$ cat src/reset_seq_pkg.sv
// shared constants and types for the reset and clock bring-up sequencer
//
// Overview of operation
// - power-up system clock runs at oscillator quarter
// - both clock-out divider bits reset to one
// - firmware half-rate change keeps timing divider bit
// - boot-mode pins sampled after reset release
// - multiplier write starts lock, then new frequency; a zero write goes straight to half rate with no lock
// - system clock stays oscillator half while locking
// - lock phase lasts 131072 oscillator cycles
// - system clock equals oscillator times half multiplier
// - watchdog reset pulse lasts 512 oscillator cycles
// - outputs valid 32 cycles after reset release
package reset_seq_pkg;

  // ----------------------------------------------------------------
  // clock periods in ns, and times in oscillator cycles as printed
  // ----------------------------------------------------------------
  localparam int OSC_PERIOD_NS = 10;
  localparam int CORE_PERIOD_NS = 10;
  localparam int LOCK_TIME_OSC = 131072;
  localparam int WD_PULSE_OSC = 512;
  localparam int RELEASE_OSC = 32;
  localparam int BOOT_HOLD_OSC = 200;
  localparam int EXT_RST_MIN_OSC = 8;

  // derived cycle counts at the core clock rate
  localparam int LOCK_CYC_DEFAULT = LOCK_TIME_OSC * OSC_PERIOD_NS / CORE_PERIOD_NS;
  localparam int WD_PULSE_CYC = WD_PULSE_OSC * OSC_PERIOD_NS / CORE_PERIOD_NS;
  localparam int RELEASE_CYC = RELEASE_OSC * OSC_PERIOD_NS / CORE_PERIOD_NS;
  localparam int BOOT_HOLD_CYC = BOOT_HOLD_OSC * OSC_PERIOD_NS / CORE_PERIOD_NS;
  localparam int EXT_RST_MIN_CYC = EXT_RST_MIN_OSC * OSC_PERIOD_NS / CORE_PERIOD_NS;

  // ----------------------------------------------------------------
  // widths
  // ----------------------------------------------------------------
  localparam int BOOT_W = 4;
  localparam int PLL_W = 4;
  localparam int DEN_W = 3;
  localparam int EXT_DEN_W = 5;
  localparam int ACC_W = 6;
  localparam int LOCK_W = 18;
  localparam int WD_W = 10;
  localparam int REL_W = 6;

  // ----------------------------------------------------------------
  // reset values and clock ratios (num / den of oscillator)
  // ----------------------------------------------------------------
  localparam logic EXT_DIV_RST = 1'h1;
  localparam logic [PLL_W-1:0] MULT_RST = 4'h0;
  localparam logic [PLL_W-1:0] QUARTER_NUM = 4'h1;
  localparam logic [DEN_W-1:0] QUARTER_DEN = 3'h4;
  localparam logic [PLL_W-1:0] HALF_NUM = 4'h1;
  localparam logic [DEN_W-1:0] HALF_DEN = 3'h2;
  localparam logic [DEN_W-1:0] PLL_DEN = 3'h2;
  localparam logic [BOOT_W-1:0] BOOT_RST = 4'h0;

  // ----------------------------------------------------------------
  // state types
  // ----------------------------------------------------------------
  typedef enum logic [1:0] {
    CM_QUARTER = 2'b00,
    CM_HALF = 2'b01,
    CM_LOCK = 2'b10,
    CM_PLL = 2'b11
  } clk_mode_t;

  typedef enum logic [1:0] {
    RS_RESET = 2'b00,
    RS_WAIT = 2'b01,
    RS_RUN = 2'b10
  } rel_state_t;

endpackage

$ cat src/timer_if.sv
// load / busy / done bundle between the sequencer and a cycle timer
`timescale 1ns/1ps
`default_nettype none
interface timer_if #(parameter int W = 8);
  logic load;
  logic [W-1:0] load_val;
  logic busy;
  logic done;
  modport ctrl (output load, output load_val, input busy, input done);
  modport cnt (input load, input load_val, output busy, output done);
endinterface
`default_nettype wire
$ cat src/cycle_timer.sv
// loadable down counter: busy for load_val cycles, done on the last
`timescale 1ns/1ps
`default_nettype none
module cycle_timer #(
  parameter int W = 8
) (
  input wire logic core_clk_i,
  input wire logic rst_n_i,
  timer_if.cnt tmr
);

  logic [W-1:0] cnt_reg;
  logic [W-1:0] cnt_next;

  // a new load always wins, so a rewrite restarts the count
  always_comb
  begin
    cnt_next = cnt_reg;
    if (tmr.load)
    begin
      cnt_next = tmr.load_val;
    end
    else if (cnt_reg != '0)
    begin
      cnt_next = cnt_reg - 1'h1;
    end
  end

  always_ff @(posedge core_clk_i)
  begin
    if (!rst_n_i)
    begin
      cnt_reg <= '0;
    end
    else
    begin
      cnt_reg <= cnt_next;
    end
  end

  assign tmr.busy = (cnt_reg != '0);
  assign tmr.done = (cnt_reg == W'(1));

endmodule
`default_nettype wire

$ cat src/reset_pll_clock_sequencer.sv
// reset release, watchdog pulse, boot strap capture and clock ratio sequencing
`timescale 1ns/1ps
`default_nettype none
module reset_pll_clock_sequencer #(
  parameter int unsigned LOCK_CYCLES = reset_seq_pkg::LOCK_CYC_DEFAULT
) (
  input wire logic core_clk_i,
  input wire logic rst_n_i,
  input wire logic ext_reset_n_i,
  output logic ext_reset_n_o,
  output logic ext_reset_n_oe_o,
  input wire logic [reset_seq_pkg::BOOT_W-1:0] boot_mode_i,
  input wire logic pll_write_i,
  input wire logic [reset_seq_pkg::PLL_W-1:0] pll_value_i,
  input wire logic sys_div_write_i,
  input wire logic sys_div_half_i,
  input wire logic ext_cfg_write_i,
  input wire logic ext_timing_clock_div_i,
  input wire logic ext_clock_out_div_i,
  input wire logic wd_expire_i,
  output logic [reset_seq_pkg::PLL_W-1:0] sys_clk_num_o,
  output logic [reset_seq_pkg::DEN_W-1:0] sys_clk_den_o,
  output logic pll_locking_o,
  output logic ext_clock_out_o,
  output logic device_reset_o,
  output logic bus_valid_o,
  output logic [reset_seq_pkg::BOOT_W-1:0] boot_mode_o,
  output logic boot_valid_o
);
  import reset_seq_pkg::*;

  localparam int A_REL_DLY = RELEASE_CYC;

  // ----------------------------------------------------------------
  // pin synchronisers
  // ----------------------------------------------------------------
  logic ext_rst_meta_reg;
  logic ext_rst_sync_reg;
  logic [BOOT_W-1:0] boot_meta_reg;
  logic [BOOT_W-1:0] boot_sync_reg;

  // reset pin and straps come from the board, two flops each;
  // the supervisor holds reset long enough to pass them
  always_ff @(posedge core_clk_i)
  begin
    if (!rst_n_i)
    begin
      ext_rst_meta_reg <= 1'h0;
      ext_rst_sync_reg <= 1'h0;
      boot_meta_reg <= BOOT_RST;
      boot_sync_reg <= BOOT_RST;
    end
    else
    begin
      ext_rst_meta_reg <= ext_reset_n_i;
      ext_rst_sync_reg <= ext_rst_meta_reg;
      boot_meta_reg <= boot_mode_i;
      boot_sync_reg <= boot_meta_reg;
    end
  end

  // ----------------------------------------------------------------
  // timers
  // ----------------------------------------------------------------
  timer_if #(.W(LOCK_W)) lock_tmr ();
  timer_if #(.W(WD_W)) wd_tmr ();
  timer_if #(.W(REL_W)) rel_tmr ();

  cycle_timer #(.W(LOCK_W)) u_lock_timer (
    .core_clk_i (core_clk_i),
    .rst_n_i (rst_n_i),
    .tmr (lock_tmr)
  );

  cycle_timer #(.W(WD_W)) u_wd_timer (
    .core_clk_i (core_clk_i),
    .rst_n_i (rst_n_i),
    .tmr (wd_tmr)
  );

  cycle_timer #(.W(REL_W)) u_rel_timer (
    .core_clk_i (core_clk_i),
    .rst_n_i (rst_n_i),
    .tmr (rel_tmr)
  );

  // ----------------------------------------------------------------
  // watchdog reset pulse and device reset
  // ----------------------------------------------------------------
  logic wd_busy;
  logic dev_rst;
  logic dev_rst_reg;

  // a second expiry inside the pulse is ignored, the pulse is never stretched
  assign wd_busy = wd_tmr.busy;
  assign wd_tmr.load = wd_expire_i && !wd_busy;
  assign wd_tmr.load_val = WD_W'(WD_PULSE_CYC);
  assign ext_reset_n_o = 1'h0;
  assign ext_reset_n_oe_o = wd_busy;
  assign dev_rst = !ext_rst_sync_reg || wd_busy;

  always_ff @(posedge core_clk_i)
  begin
    if (!rst_n_i)
    begin
      dev_rst_reg <= 1'h1;
    end
    else
    begin
      dev_rst_reg <= dev_rst;
    end
  end
  assign device_reset_o = dev_rst_reg;

  logic [WD_W-1:0] wd_len_reg;

  // helper: length of the current watchdog pulse
  always_ff @(posedge core_clk_i)
  begin
    if (!rst_n_i)
    begin
      wd_len_reg <= '0;
    end
    else
    begin
      wd_len_reg <= wd_busy ? WD_W'(wd_len_reg + 1'h1) : '0;
    end
  end

  // ----------------------------------------------------------------
  // clock mode, multiplier and output divider bits
  // ----------------------------------------------------------------
  clk_mode_t clk_mode_reg;
  clk_mode_t clk_mode_next;
  logic [PLL_W-1:0] pll_multiplier_reg;
  logic [PLL_W-1:0] pll_multiplier_next;
  logic ext_timing_clock_div_reg;
  logic ext_timing_clock_div_next;
  logic ext_clock_out_div_reg;
  logic ext_clock_out_div_next;
  logic [PLL_W-1:0] sys_num_next;
  logic [DEN_W-1:0] sys_den_next;
  logic [PLL_W-1:0] sys_num_reg;
  logic [DEN_W-1:0] sys_den_reg;

  // mode sequencing; writes during device reset are dropped
  always_comb
  begin
    clk_mode_next = clk_mode_reg;
    pll_multiplier_next = pll_multiplier_reg;
    ext_timing_clock_div_next = ext_timing_clock_div_reg;
    ext_clock_out_div_next = ext_clock_out_div_reg;
    lock_tmr.load = 1'h0;
    if (dev_rst)
    begin
      clk_mode_next = CM_QUARTER;
      pll_multiplier_next = MULT_RST;
      ext_timing_clock_div_next = EXT_DIV_RST;
      ext_clock_out_div_next = EXT_DIV_RST;
    end
    else
    begin
      if (ext_cfg_write_i)
      begin
        ext_timing_clock_div_next = ext_timing_clock_div_i;
        ext_clock_out_div_next = ext_clock_out_div_i;
      end
      if (pll_write_i)
      begin
        pll_multiplier_next = pll_value_i;
        if (pll_value_i == MULT_RST)
        begin
          clk_mode_next = CM_HALF;
        end
        else
        begin
          clk_mode_next = CM_LOCK;
          lock_tmr.load = 1'h1;
        end
      end
      else if (clk_mode_reg == CM_LOCK)
      begin
        if (lock_tmr.done)
        begin
          clk_mode_next = CM_PLL;
        end
      end
      else if (sys_div_write_i)
      begin
        // only the system divide moves, the output divider bits stay
        clk_mode_next = sys_div_half_i ? CM_HALF : CM_QUARTER;
      end
    end
  end
  assign lock_tmr.load_val = LOCK_W'(LOCK_CYCLES);

  // ratio follows the next mode so it lines up with the mode register
  always_comb
  begin
    case (clk_mode_next)
      CM_QUARTER:
      begin
        sys_num_next = QUARTER_NUM;
        sys_den_next = QUARTER_DEN;
      end
      CM_HALF, CM_LOCK:
      begin
        sys_num_next = HALF_NUM;
        sys_den_next = HALF_DEN;
      end
      CM_PLL:
      begin
        sys_num_next = pll_multiplier_next;
        sys_den_next = PLL_DEN;
      end
      default:
      begin
        sys_num_next = QUARTER_NUM;
        sys_den_next = QUARTER_DEN;
      end
    endcase
  end

  always_ff @(posedge core_clk_i)
  begin
    if (!rst_n_i)
    begin
      clk_mode_reg <= CM_QUARTER;
      pll_multiplier_reg <= MULT_RST;
      ext_timing_clock_div_reg <= EXT_DIV_RST;
      ext_clock_out_div_reg <= EXT_DIV_RST;
      sys_num_reg <= QUARTER_NUM;
      sys_den_reg <= QUARTER_DEN;
    end
    else
    begin
      clk_mode_reg <= clk_mode_next;
      pll_multiplier_reg <= pll_multiplier_next;
      ext_timing_clock_div_reg <= ext_timing_clock_div_next;
      ext_clock_out_div_reg <= ext_clock_out_div_next;
      sys_num_reg <= sys_num_next;
      sys_den_reg <= sys_den_next;
    end
  end
  assign sys_clk_num_o = sys_num_reg;
  assign sys_clk_den_o = sys_den_reg;
  assign pll_locking_o = (clk_mode_reg == CM_LOCK);

  logic [LOCK_W-1:0] lock_len_reg;

  // helper: cycles spent locking since the last multiplier write
  always_ff @(posedge core_clk_i)
  begin
    if (!rst_n_i)
    begin
      lock_len_reg <= '0;
    end
    else if (pll_write_i)
    begin
      lock_len_reg <= '0;
    end
    else if (pll_locking_o)
    begin
      lock_len_reg <= LOCK_W'(lock_len_reg + 1'h1);
    end
  end

  // ----------------------------------------------------------------
  // clock output pin: fractional divider of the oscillator
  // ----------------------------------------------------------------
  logic [EXT_DEN_W-1:0] ext_den;
  logic [ACC_W-1:0] nco_step;
  logic [ACC_W-1:0] nco_sum;
  logic [EXT_DEN_W-1:0] nco_acc_reg;
  logic [EXT_DEN_W-1:0] nco_acc_next;
  logic ext_clk_reg;
  logic ext_clk_next;

  // pin rate = system rate / 2^(bit count); rates above half the
  // oscillator cannot be shown and saturate at toggling every cycle;
  // the bit count is summed at two bits, a one-bit sum would wrap to zero
  always_comb
  begin
    ext_den = EXT_DEN_W'(EXT_DEN_W'(sys_den_reg)
        << (2'(ext_timing_clock_div_reg) + 2'(ext_clock_out_div_reg)));
    nco_step = ACC_W'({sys_num_reg, 1'h0});
    nco_sum = ACC_W'(nco_acc_reg) + nco_step;
    nco_acc_next = EXT_DEN_W'(nco_sum);
    ext_clk_next = ext_clk_reg;
    if (dev_rst)
    begin
      nco_acc_next = '0;
      ext_clk_next = 1'h0;
    end
    else if (nco_step >= ACC_W'(ext_den))
    begin
      nco_acc_next = '0;
      ext_clk_next = !ext_clk_reg;
    end
    else if (nco_sum >= ACC_W'(ext_den))
    begin
      nco_acc_next = EXT_DEN_W'(nco_sum - ACC_W'(ext_den));
      ext_clk_next = !ext_clk_reg;
    end
  end

  always_ff @(posedge core_clk_i)
  begin
    if (!rst_n_i)
    begin
      nco_acc_reg <= '0;
      ext_clk_reg <= 1'h0;
    end
    else
    begin
      nco_acc_reg <= nco_acc_next;
      ext_clk_reg <= ext_clk_next;
    end
  end
  assign ext_clock_out_o = ext_clk_reg;

  // ----------------------------------------------------------------
  // reset release, bus valid and boot strap capture
  // ----------------------------------------------------------------
  rel_state_t rel_state_reg;
  rel_state_t rel_state_next;
  logic bus_valid_reg;
  logic bus_valid_next;
  logic [BOOT_W-1:0] boot_mode_reg;
  logic [BOOT_W-1:0] boot_mode_next;
  logic boot_valid_reg;
  logic boot_valid_next;

  // straps are caught at the valid point, well inside their hold window
  always_comb
  begin
    rel_state_next = rel_state_reg;
    bus_valid_next = bus_valid_reg;
    boot_mode_next = boot_mode_reg;
    boot_valid_next = boot_valid_reg;
    rel_tmr.load = 1'h0;
    if (dev_rst)
    begin
      rel_state_next = RS_RESET;
      bus_valid_next = 1'h0;
      boot_valid_next = 1'h0;
    end
    else
    begin
      case (rel_state_reg)
        RS_RESET:
        begin
          rel_tmr.load = 1'h1;
          rel_state_next = RS_WAIT;
        end
        RS_WAIT:
        begin
          if (rel_tmr.done)
          begin
            rel_state_next = RS_RUN;
            bus_valid_next = 1'h1;
            boot_mode_next = boot_sync_reg;
            boot_valid_next = 1'h1;
          end
        end
        RS_RUN:
        begin
          rel_state_next = RS_RUN;
        end
        default:
        begin
          rel_state_next = RS_RESET;
        end
      endcase
    end
  end
  assign rel_tmr.load_val = REL_W'(RELEASE_CYC - 1);

  always_ff @(posedge core_clk_i)
  begin
    if (!rst_n_i)
    begin
      rel_state_reg <= RS_RESET;
      bus_valid_reg <= 1'h0;
      boot_mode_reg <= BOOT_RST;
      boot_valid_reg <= 1'h0;
    end
    else
    begin
      rel_state_reg <= rel_state_next;
      bus_valid_reg <= bus_valid_next;
      boot_mode_reg <= boot_mode_next;
      boot_valid_reg <= boot_valid_next;
    end
  end
  assign bus_valid_o = bus_valid_reg;
  assign boot_mode_o = boot_mode_reg;
  assign boot_valid_o = boot_valid_reg;

  logic [REL_W:0] rel_len_reg;

  // helper: cycles since the device reset last released
  always_ff @(posedge core_clk_i)
  begin
    if (!rst_n_i || dev_rst)
    begin
      rel_len_reg <= '0;
    end
    else if (rel_len_reg != '1)
    begin
      rel_len_reg <= (REL_W + 1)'(rel_len_reg + 1'h1);
    end
  end
endmodule
`default_nettype wire

$ cat config.mk
export PLATFORM = sky130hd
export DESIGN_NAME = reset_pll_clock_sequencer
export DESIGN_NICKNAME = d
export VERILOG_FILES = /design/src/reset_seq_pkg.sv /design/src/timer_if.sv /design/src/cycle_timer.sv /design/src/reset_pll_clock_sequencer.sv
export SDC_FILE = /design/constraint.sdc
export NUM_CORES = 1
export LEC_CHECK = 0
export BUFFER_PORTS_ARGS = -buffer_cell sky130_fd_sc_hd__buf_2
export CORE_MARGIN = 2
export CORE_UTILIZATION = 40
export DETAILED_ROUTE_END_ITERATION = 10
export HOLD_SLACK_MARGIN = 0.02
export PLACE_DENSITY = 0.65
export SYNTH_ARGS = -nofsm -noshare
export SYNTH_HDL_FRONTEND = slang
export SYNTH_SLANG_ARGS = --single-unit
$ cat constraint.sdc
create_clock -name core_clk_i -period 4.6 [get_ports core_clk_i]
set_input_delay 0.69 -clock core_clk_i [delete_from_list [all_inputs] [get_ports core_clk_i]]
set_output_delay 0.69 -clock core_clk_i [all_outputs]
set_load 0.02 [all_outputs]
==> key figures, run 1 <==
Drt
  • Vias: 2653
  • Routed via count divided by cell count: around 5.0
  • Initial detailed-routing violation count: 94
  • Detailed-route wire length: around 6500 um
  • Number of iterations in the first detailed-routing pass: 4
  • Detail Route met2 WL: about 2900 um
  • Length of routed met3 wiring: ~250 um
  • Wl on met1: around 3300 um
  • Highest metal layer used by the detailed router: met4
  • Routed wirelength normalized by instance count: 12.3 um
  • Number of design rule violations left after detail routing: 0
  • Post-route ant nets: 0

Layout
  • Area added between synthesis and finish: 12.9%
  • Flip-flop count of the largest register, all copies and words added: 18
  • Total area of multi-input combinational cells: between 1500 and 2000 um^2
  • FF+latch area: ~1400 um^2
  • Fraction of layout cells with a size suffix above 1: 0.139
  • Final Core Density: 0.466
  • Diodes inserted: 0
  • Layout net count: roughly 460
  • Final design instance area without fill: approximately 3800 um^2
  • Layout filler cell count: around 800

Worst setup path
  • Worst EP required: a little under 4 ns
  • Worst-path fanout max: 9
  • Endpoint arrival time on the critical path: 2.04 ns
  • Setup crit end kind: output pin
  • Classification of the worst setup path: reg -> out
  • Kind of start point of the critical path: register

Logic synthesis
  • Number of unique standard cell types used by synthesis: 49
  • Number of enable-type register cells in the synthesized netlist: 0
  • Yosys synthesis warning count: 0
  • Primary flip-flop cell chosen by synthesis mapping: sky130_fd_sc_hd__dfxtp_1
  • Sequential element share of the synthesized area: 0.419
  • Post-synthesis instance total: 381
  • Average size of a mapped cell: roughly 8.9 um^2
  • Flop and latch count out of synthesis: 71
  • Fraction of registers with async set or reset after synthesis: 0
  • Post-synthesis instance area: 3390 um^2

Power
  • Power after layout: between 2 and 2.5 mW
  • Largest vdd supply drop: roughly 210 uV
  • Power density of the placed cells: 562 nW/um^2
  • Total leakage power: roughly 1.6 nW

GRT
  • Vias in the first global route: 2481
  • Largest net degree at the start of global routing: 29
  • Global-route wire length before repair: 10900 um
  • Number of antenna violations at the first check in global routing: 0
  • Overall global routing resource usage: 0.151
  • Congestion Overflow GR: 0

Place
  • Gpl congestion: 0.868
  • Buffers on Ports: 33
  • Cell Area, Placed: 3650 um^2
  • Estimated wirelength of the detail-placed design: between 4000 and 5000 um

Clocking
  • Quantity of gates resized following cts: 0
  • Hold Buf Count CTS: 0
  • Clk Latency, worst-skew pair: about 0.34 ns
  • Clock tree from TritonCTS: done
  • Clock Tree Root: sky130_fd_sc_hd__clkbuf_8
  • CTS Buffer Depth: 2
  • Clock-pin slew of the registers on the worst-case setup and hold paths: 0.08 ns
  • Depth of the CTS H-tree: 3
  • Num Clock Sinks: slightly above 70
  • Total clock buffers created by CTS: 9
  • Setup repair bufs after CTS: 0

STA
  • Number of slew-limit violations in the final report: 0
  • Number of hold violations in the final report: 0
  • Clock tree skew after final layout: approximately 0.011 ns
  • Final setup TNS: 0 ns
  • Smallest hold slack: ~0.44 ns
  • Final-report setup violation count: 0
  • Min Clock Period, post-route: approximately 2.7 ns
  • Unrepaired setup endpoints after global routing: no
  • Maximum frequency from static timing analysis: around 370 MHz
  • Worst relative slew slack: 0.197
  • Crit share post-route: 0.594
  • Slew @ Worst Pin: 1.20 ns

Floorplan
  • Number of top-level design ports: 36
  • Full die area: approximately 9200 um^2
  • Die Width: 96.1 um
  • Die extent in y: 96.1 um
  • Total number of placement rows: 33
  • Initial Utilization: 0.413
  • Std-Cell Core Area: between 8000 and 9000 um^2

Run status
  • Result of the run: completed

Run
  • Total of max-cap violations: 0

Hold path
  • Classification of the worst-slack hold path: reg -> reg
[routing by layer]
layer,track usage,up-vias
met3,0.0376,8
met5,0,-
met2,0.247,48
met1,0.189,1219
met4,0.0607,0
li1,-,1378
[final cells by class]
class | instances | share of cell area
clock buffers | 10 | 0.0359
clock inverters | 6 | 0.0114
inverters | 19 | 0.0186
multi-input cells | 283 | 0.484
flip-flops and latches | 71 | 0.371
well taps | 105 | 0.0343
repair buffers | 34 | 0.0451
[where the power goes]
| part | switching (mW) | internal [mW] | leakage (nW) |
|---|---|---|---|
| registers | 0.114 | 0.734 | 0.581 |
| logic | 0.478 | 0.367 | 0.969 |
| clock network | 0.246 | 0.213 | 0.0930 |
[cells in the final DEF (no fill, tap or decap), types with 5 or more instances in the layout]
| cell | count |
|---|---|
| sky130_fd_sc_hd__a211oi_1 | 5 |
| sky130_fd_sc_hd__a21oi_1 | 23 |
| sky130_fd_sc_hd__and2_1 | 12 |
| sky130_fd_sc_hd__buf_2 | 33 |
| sky130_fd_sc_hd__clkbuf_8 | 10 |
| sky130_fd_sc_hd__dfxtp_1 | 71 |
| sky130_fd_sc_hd__ha_1 | 25 |
| sky130_fd_sc_hd__inv_1 | 18 |
| sky130_fd_sc_hd__mux2i_1 | 8 |
| sky130_fd_sc_hd__nand2_1 | 36 |
| sky130_fd_sc_hd__nand3_1 | 15 |
| sky130_fd_sc_hd__nand3b_1 | 5 |
| sky130_fd_sc_hd__nor2_1 | 43 |
| sky130_fd_sc_hd__nor2b_1 | 8 |
| sky130_fd_sc_hd__nor3_1 | 11 |
| sky130_fd_sc_hd__nor4_1 | 5 |
| sky130_fd_sc_hd__o21ai_0 | 14 |
| sky130_fd_sc_hd__xnor2_1 | 11 |
| sky130_fd_sc_hd__xor2_1 | 17 |
[cells by family after synthesis]
logic type | count (synthesis) | share of synthesized area
xor gates and xnor gates | 28 | 0.0723
AOI/OAI and AO/OA | 57 | 0.101
buffers and inverters | 28 | 0.0365
muxes | 8 | 0.0236
DFF | 71 | 0.419
adders and majority gates | 26 | 0.0981
other | 1 | 0.00111
and+or+nand+nor | 162 | 0.249
[through the flow]
stage | cells | setup slack (ns)
2_1_floorplan | 382 | 2.12
3_3_place_gp | 512 | 2.10
3_5_place_dp | 512 | 1.99
4_1_cts | 528 | 1.83
5_1_grt | 528 | 1.59
6_report | 528 | 1.87
[worst paths after layout]
path              cells past startpoint                   from                to  slack, ns
setup / recovery                      6  u_wd_timer.cnt_reg[0]  ext_reset_n_oe_o       1.87
hold / removal                        1       boot_meta_reg[3]  boot_sync_reg[3]       0.44
setup reg to reg                      9       sys_clk_num_o[0]    nco_acc_reg[2]       1.96
hold reg to reg                       1       boot_meta_reg[3]  boot_sync_reg[3]       0.44
[Yosys cell counts, types with 3 or more instances]
master | number | area share
sky130_fd_sc_hd__dfxtp_1 | 71 | 0.42
sky130_fd_sc_hd__or2_2 | 3 | 0.0055
sky130_fd_sc_hd__clkbuf_1 | 5 | 0.0055
sky130_fd_sc_hd__nand3_1 | 15 | 0.022
sky130_fd_sc_hd__inv_1 | 18 | 0.020
sky130_fd_sc_hd__buf_4 | 3 | 0.0066
sky130_fd_sc_hd__a211oi_1 | 5 | 0.011
sky130_fd_sc_hd__xnor2_1 | 11 | 0.028
sky130_fd_sc_hd__nand2b_1 | 4 | 0.0074
sky130_fd_sc_hd__nand3b_1 | 5 | 0.011
sky130_fd_sc_hd__nor2b_1 | 8 | 0.015
sky130_fd_sc_hd__nor4_1 | 5 | 0.0092
sky130_fd_sc_hd__nor2_1 | 43 | 0.048
sky130_fd_sc_hd__o21ai_0 | 14 | 0.021
sky130_fd_sc_hd__mux2i_1 | 8 | 0.024
sky130_fd_sc_hd__xor2_1 | 17 | 0.044
sky130_fd_sc_hd__ha_1 | 25 | 0.092
sky130_fd_sc_hd__nand2_1 | 36 | 0.040
sky130_fd_sc_hd__nand4_1 | 4 | 0.0074
sky130_fd_sc_hd__a21oi_1 | 23 | 0.034
sky130_fd_sc_hd__and2_1 | 12 | 0.022
sky130_fd_sc_hd__nor3_1 | 11 | 0.016
sky130_fd_sc_hd__nand4b_1 | 3 | 0.0077
[critical path, stage by stage, from the launching register on]
cell,delay (ns)
sky130_fd_sc_hd__dfxtp_1,0.33
sky130_fd_sc_hd__inv_1,0.11
sky130_fd_sc_hd__ha_1,0.15
sky130_fd_sc_hd__nor3b_1,0.27
sky130_fd_sc_hd__and3_1,0.34
sky130_fd_sc_hd__clkinv_1,0.27
sky130_fd_sc_hd__buf_2,0.24
Power figures use the tool's default switching activity.
==> run 2, diff against run 1 <==
==> constraint.sdc (replaced) <==
create_clock -name core_clk_i -period 2.7 [get_ports core_clk_i]
set_input_delay 0.405 -clock core_clk_i [delete_from_list [all_inputs] [get_ports core_clk_i]]
set_output_delay 0.405 -clock core_clk_i [all_outputs]
set_load 0.02 [all_outputs]
==> key figures, run 2 (synthesis results as in run 1) <==
STA
  • Maximum frequency from static timing analysis: approximately 400 MHz
  • Clock tree skew after final layout: 0.0110 ns (+0.000370 ns)
  • Final-report setup violation count: 0 (unchanged)
  • Number of hold violations in the final report: 0 (unchanged)
  • Worst relative slew slack: 0.586 (+0.389)
  • Crit share post-route: 0.934
  • Number of slew-limit violations in the final report: 0 (unchanged)
  • Smallest hold slack: 0.256 ns (-0.186 ns)
  • Unrepaired setup endpoints after global routing: no
  • Slew @ Worst Pin: 0.613 ns (-0.584 ns)
  • Final setup TNS: 0 ns (unchanged)
  • Min Clock Period, post-route: approximately 2.5 ns

Drt
  • Number of iterations in the first detailed-routing pass: 4 (unchanged)
  • Routed via count divided by cell count: 5.01 (-0.38%)
  • Vias: 2653 (unchanged)
  • Initial detailed-routing violation count: 110 (+17%)
  • Detailed-route wire length: 6640 um (+2.2%)
  • Routed wirelength normalized by instance count: 12.5 um (+1.8%)
  • Post-route ant nets: 0 (unchanged)
  • Number of design rule violations left after detail routing: 0 (unchanged)

Place
  • Estimated wirelength of the detail-placed design: 4860 um (about the same)
  • Buffers on Ports: 33 (unchanged)
  • Cell Area, Placed: 3660 um^2 (+0.41%)
  • Gpl congestion: 0.854 (-1.6%)

Run status
  • Result of the run: completed

Clocking
  • Num Clock Sinks: 71 (unchanged)
  • CTS Buffer Depth: 2 (unchanged)
  • Depth of the CTS H-tree: 3 (unchanged)
  • Clock-pin slew of the registers on the worst-case setup and hold paths: 0.07 ns (about the same)
  • Clock Tree Root: sky130_fd_sc_hd__clkbuf_8
  • Clock tree from TritonCTS: done
  • Total clock buffers created by CTS: 9 (unchanged)
  • Clk Latency, worst-skew pair: 0.35 ns (about the same)

Layout
  • Most frequent cells in the layout: sky130_fd_sc_hd__dfxtp_1, sky130_fd_sc_hd__nor2_1, sky130_fd_sc_hd__nand2_1
  • Final design instance area without fill: 3860 um^2 (+0.82%)
  • Flip-flop count of the largest register, all copies and words added: 18 (unchanged)
  • Layout filler cell count: 824 (+1.1%)
  • FF+latch area: 1420 um^2 (unchanged)
  • Fraction of layout cells with a size suffix above 1: 0.144 (+0.00405)
  • Layout net count: 464 (+0.43%)
  • Total area of multi-input combinational cells: 1860 um^2 (+0.20%)
  • Diodes inserted: 0 (unchanged)
  • Area added between synthesis and finish: 13.8%
  • Leading cell type in the layout, fill and taps excluded: sky130_fd_sc_hd__dfxtp_1

GRT
  • Congestion Overflow GR: 0 (unchanged)
  • Overall global routing resource usage: 0.154 (+0.00371)
  • Global routing's busiest layer: met2
  • Global-route wire length before repair: 11000 um (+1.7%)
  • Vias in the first global route: 2485 (+0.16%)
  • Met2 Usage GRT: 0.244 (-0.00289)
  • Met1 usage: 0.196 (+0.00725)
  • Largest net degree at the start of global routing: 28 (-3.4%)
  • Number of antenna violations at the first check in global routing: 0 (unchanged)
  • GR Util met3: 0.0329 (-0.00470)

Worst setup path
  • Worst Path Buf+Inv: 0 (-3)
  • Category of cells accounting for the largest share of critical-path delay: adder cells
  • Cell type of the slowest stage on the worst timing path: sky130_fd_sc_hd__fa_1
  • Chain of cells forming the critical path: ha_1, fa_1, xor2_1, ha_1, a21oi_1, o21ai_1, a211oi_1, xor2_1, nor2_1
  • Endpoint arrival time on the critical path: 2.75 ns (+0.71 ns)
  • Worst-path fanout max: 4 (-5)
  • Slowest cell delay on critical path: 0.40 ns (+0.06 ns)
  • Worst EP required: 2.93 ns (-0.98 ns)
  • Kind of start point of the critical path: register
  • Setup crit end kind: register
  • Classification of the worst setup path: reg -> reg

Floorplan
  • Total number of placement rows: 33 (unchanged)
  • Initial Utilization: 0.413 (unchanged)
  • Die Width: 96.1 um (unchanged)
  • Die extent in y: 96.1 um (unchanged)
  • Full die area: 9240 um^2 (unchanged)
  • Number of top-level design ports: 36 (unchanged)
  • Std-Cell Core Area: 8220 um^2 (unchanged)

Power
  • Power density of the placed cells: 964 nW/um^2 (+72%)
  • Largest vdd supply drop: 393 uV (+90%)
  • Total leakage power: 1.65 nW (+0.41%)
  • Power after layout: 3.72 mW (+73%)

Run
  • Total of max-cap violations: 0 (unchanged)

Hold path
  • Classification of the worst-slack hold path: in -> reg
run 2: cell count changes in the layout (fill, tap and decap cells not counted), moves of 2 or more:
cell,previous run,this run
sky130_fd_sc_hd__clkbuf_1,0,2
sky130_fd_sc_hd__buf_4,1,3
sky130_fd_sc_hd__clkinvlp_4,1,3
sky130_fd_sc_hd__inv_6,2,0
run 2: repair_timing:
item / CTS / global route
buffers inserted: 0 / 0
resized for setup: 0 / 3
setup endpoints to repair: 0 / 4
hold buffers: 0 / 0
run 2: area by class of cell:
class | count | area share
inverters | 19 | 0.0194
flip-flops and latches | 71 | 0.368
clock inverters | 5 | 0.0152
repair buffers | 36 | 0.0486
well taps | 105 | 0.0340
clock buffers | 11 | 0.0340
multi-input cells | 283 | 0.481
run 2: layer usage:
layer  part of all wire  routed length (um)
met5                  0                   0
met4              0.025                 165
met3              0.039                 257
met2               0.44                2930
met1               0.50                3290
run 2: power breakdown:
| part | total, mW | switching, mW | internal (mW) |
|---|---|---|---|
| combinational | 1.45 | 0.816 | 0.632 |
| clock | 0.832 | 0.405 | 0.427 |
| sequential | 1.44 | 0.193 | 1.25 |
| total | 3.72 | 1.41 | 2.31 |
run 2: worst register-to-register path: cells and delay by family (launching register included):
family / cells / cell delay [ns]
compound gates: 3 / 0.69
xor+xnor: 2 / 0.36
fa+ha+maj: 3 / 0.97
flops: 1 / 0.33
simple gates: 1 / 0.05
run 2: metrics by stage:
| stage | std cells | util | setup slack (ns) |
|---|---|---|---|
| after floorplan | 382 | - | 0.223 |
| after global placement | 514 | 0.446 | 0.211 |
| after detailed placement | 514 | 0.446 | 0.0867 |
| after CTS | 530 | 0.469 | 0.0849 |
| after global routing | 530 | 0.470 | 0.00405 |
| final | 530 | 0.470 | 0.179 |
run 2: worst paths after layout:
path | from | end | slack, ns | depth (start not counted)
min | ext_reset_n_i | ext_rst_meta_reg | 0.26 | 2
min reg2reg | ext_rst_meta_reg | ext_rst_sync_reg | 0.44 | 1
max | sys_clk_num_o[0] | ext_clock_out_o | 0.18 | 9
max reg2reg | sys_clk_num_o[0] | ext_clock_out_o | 0.18 | 9
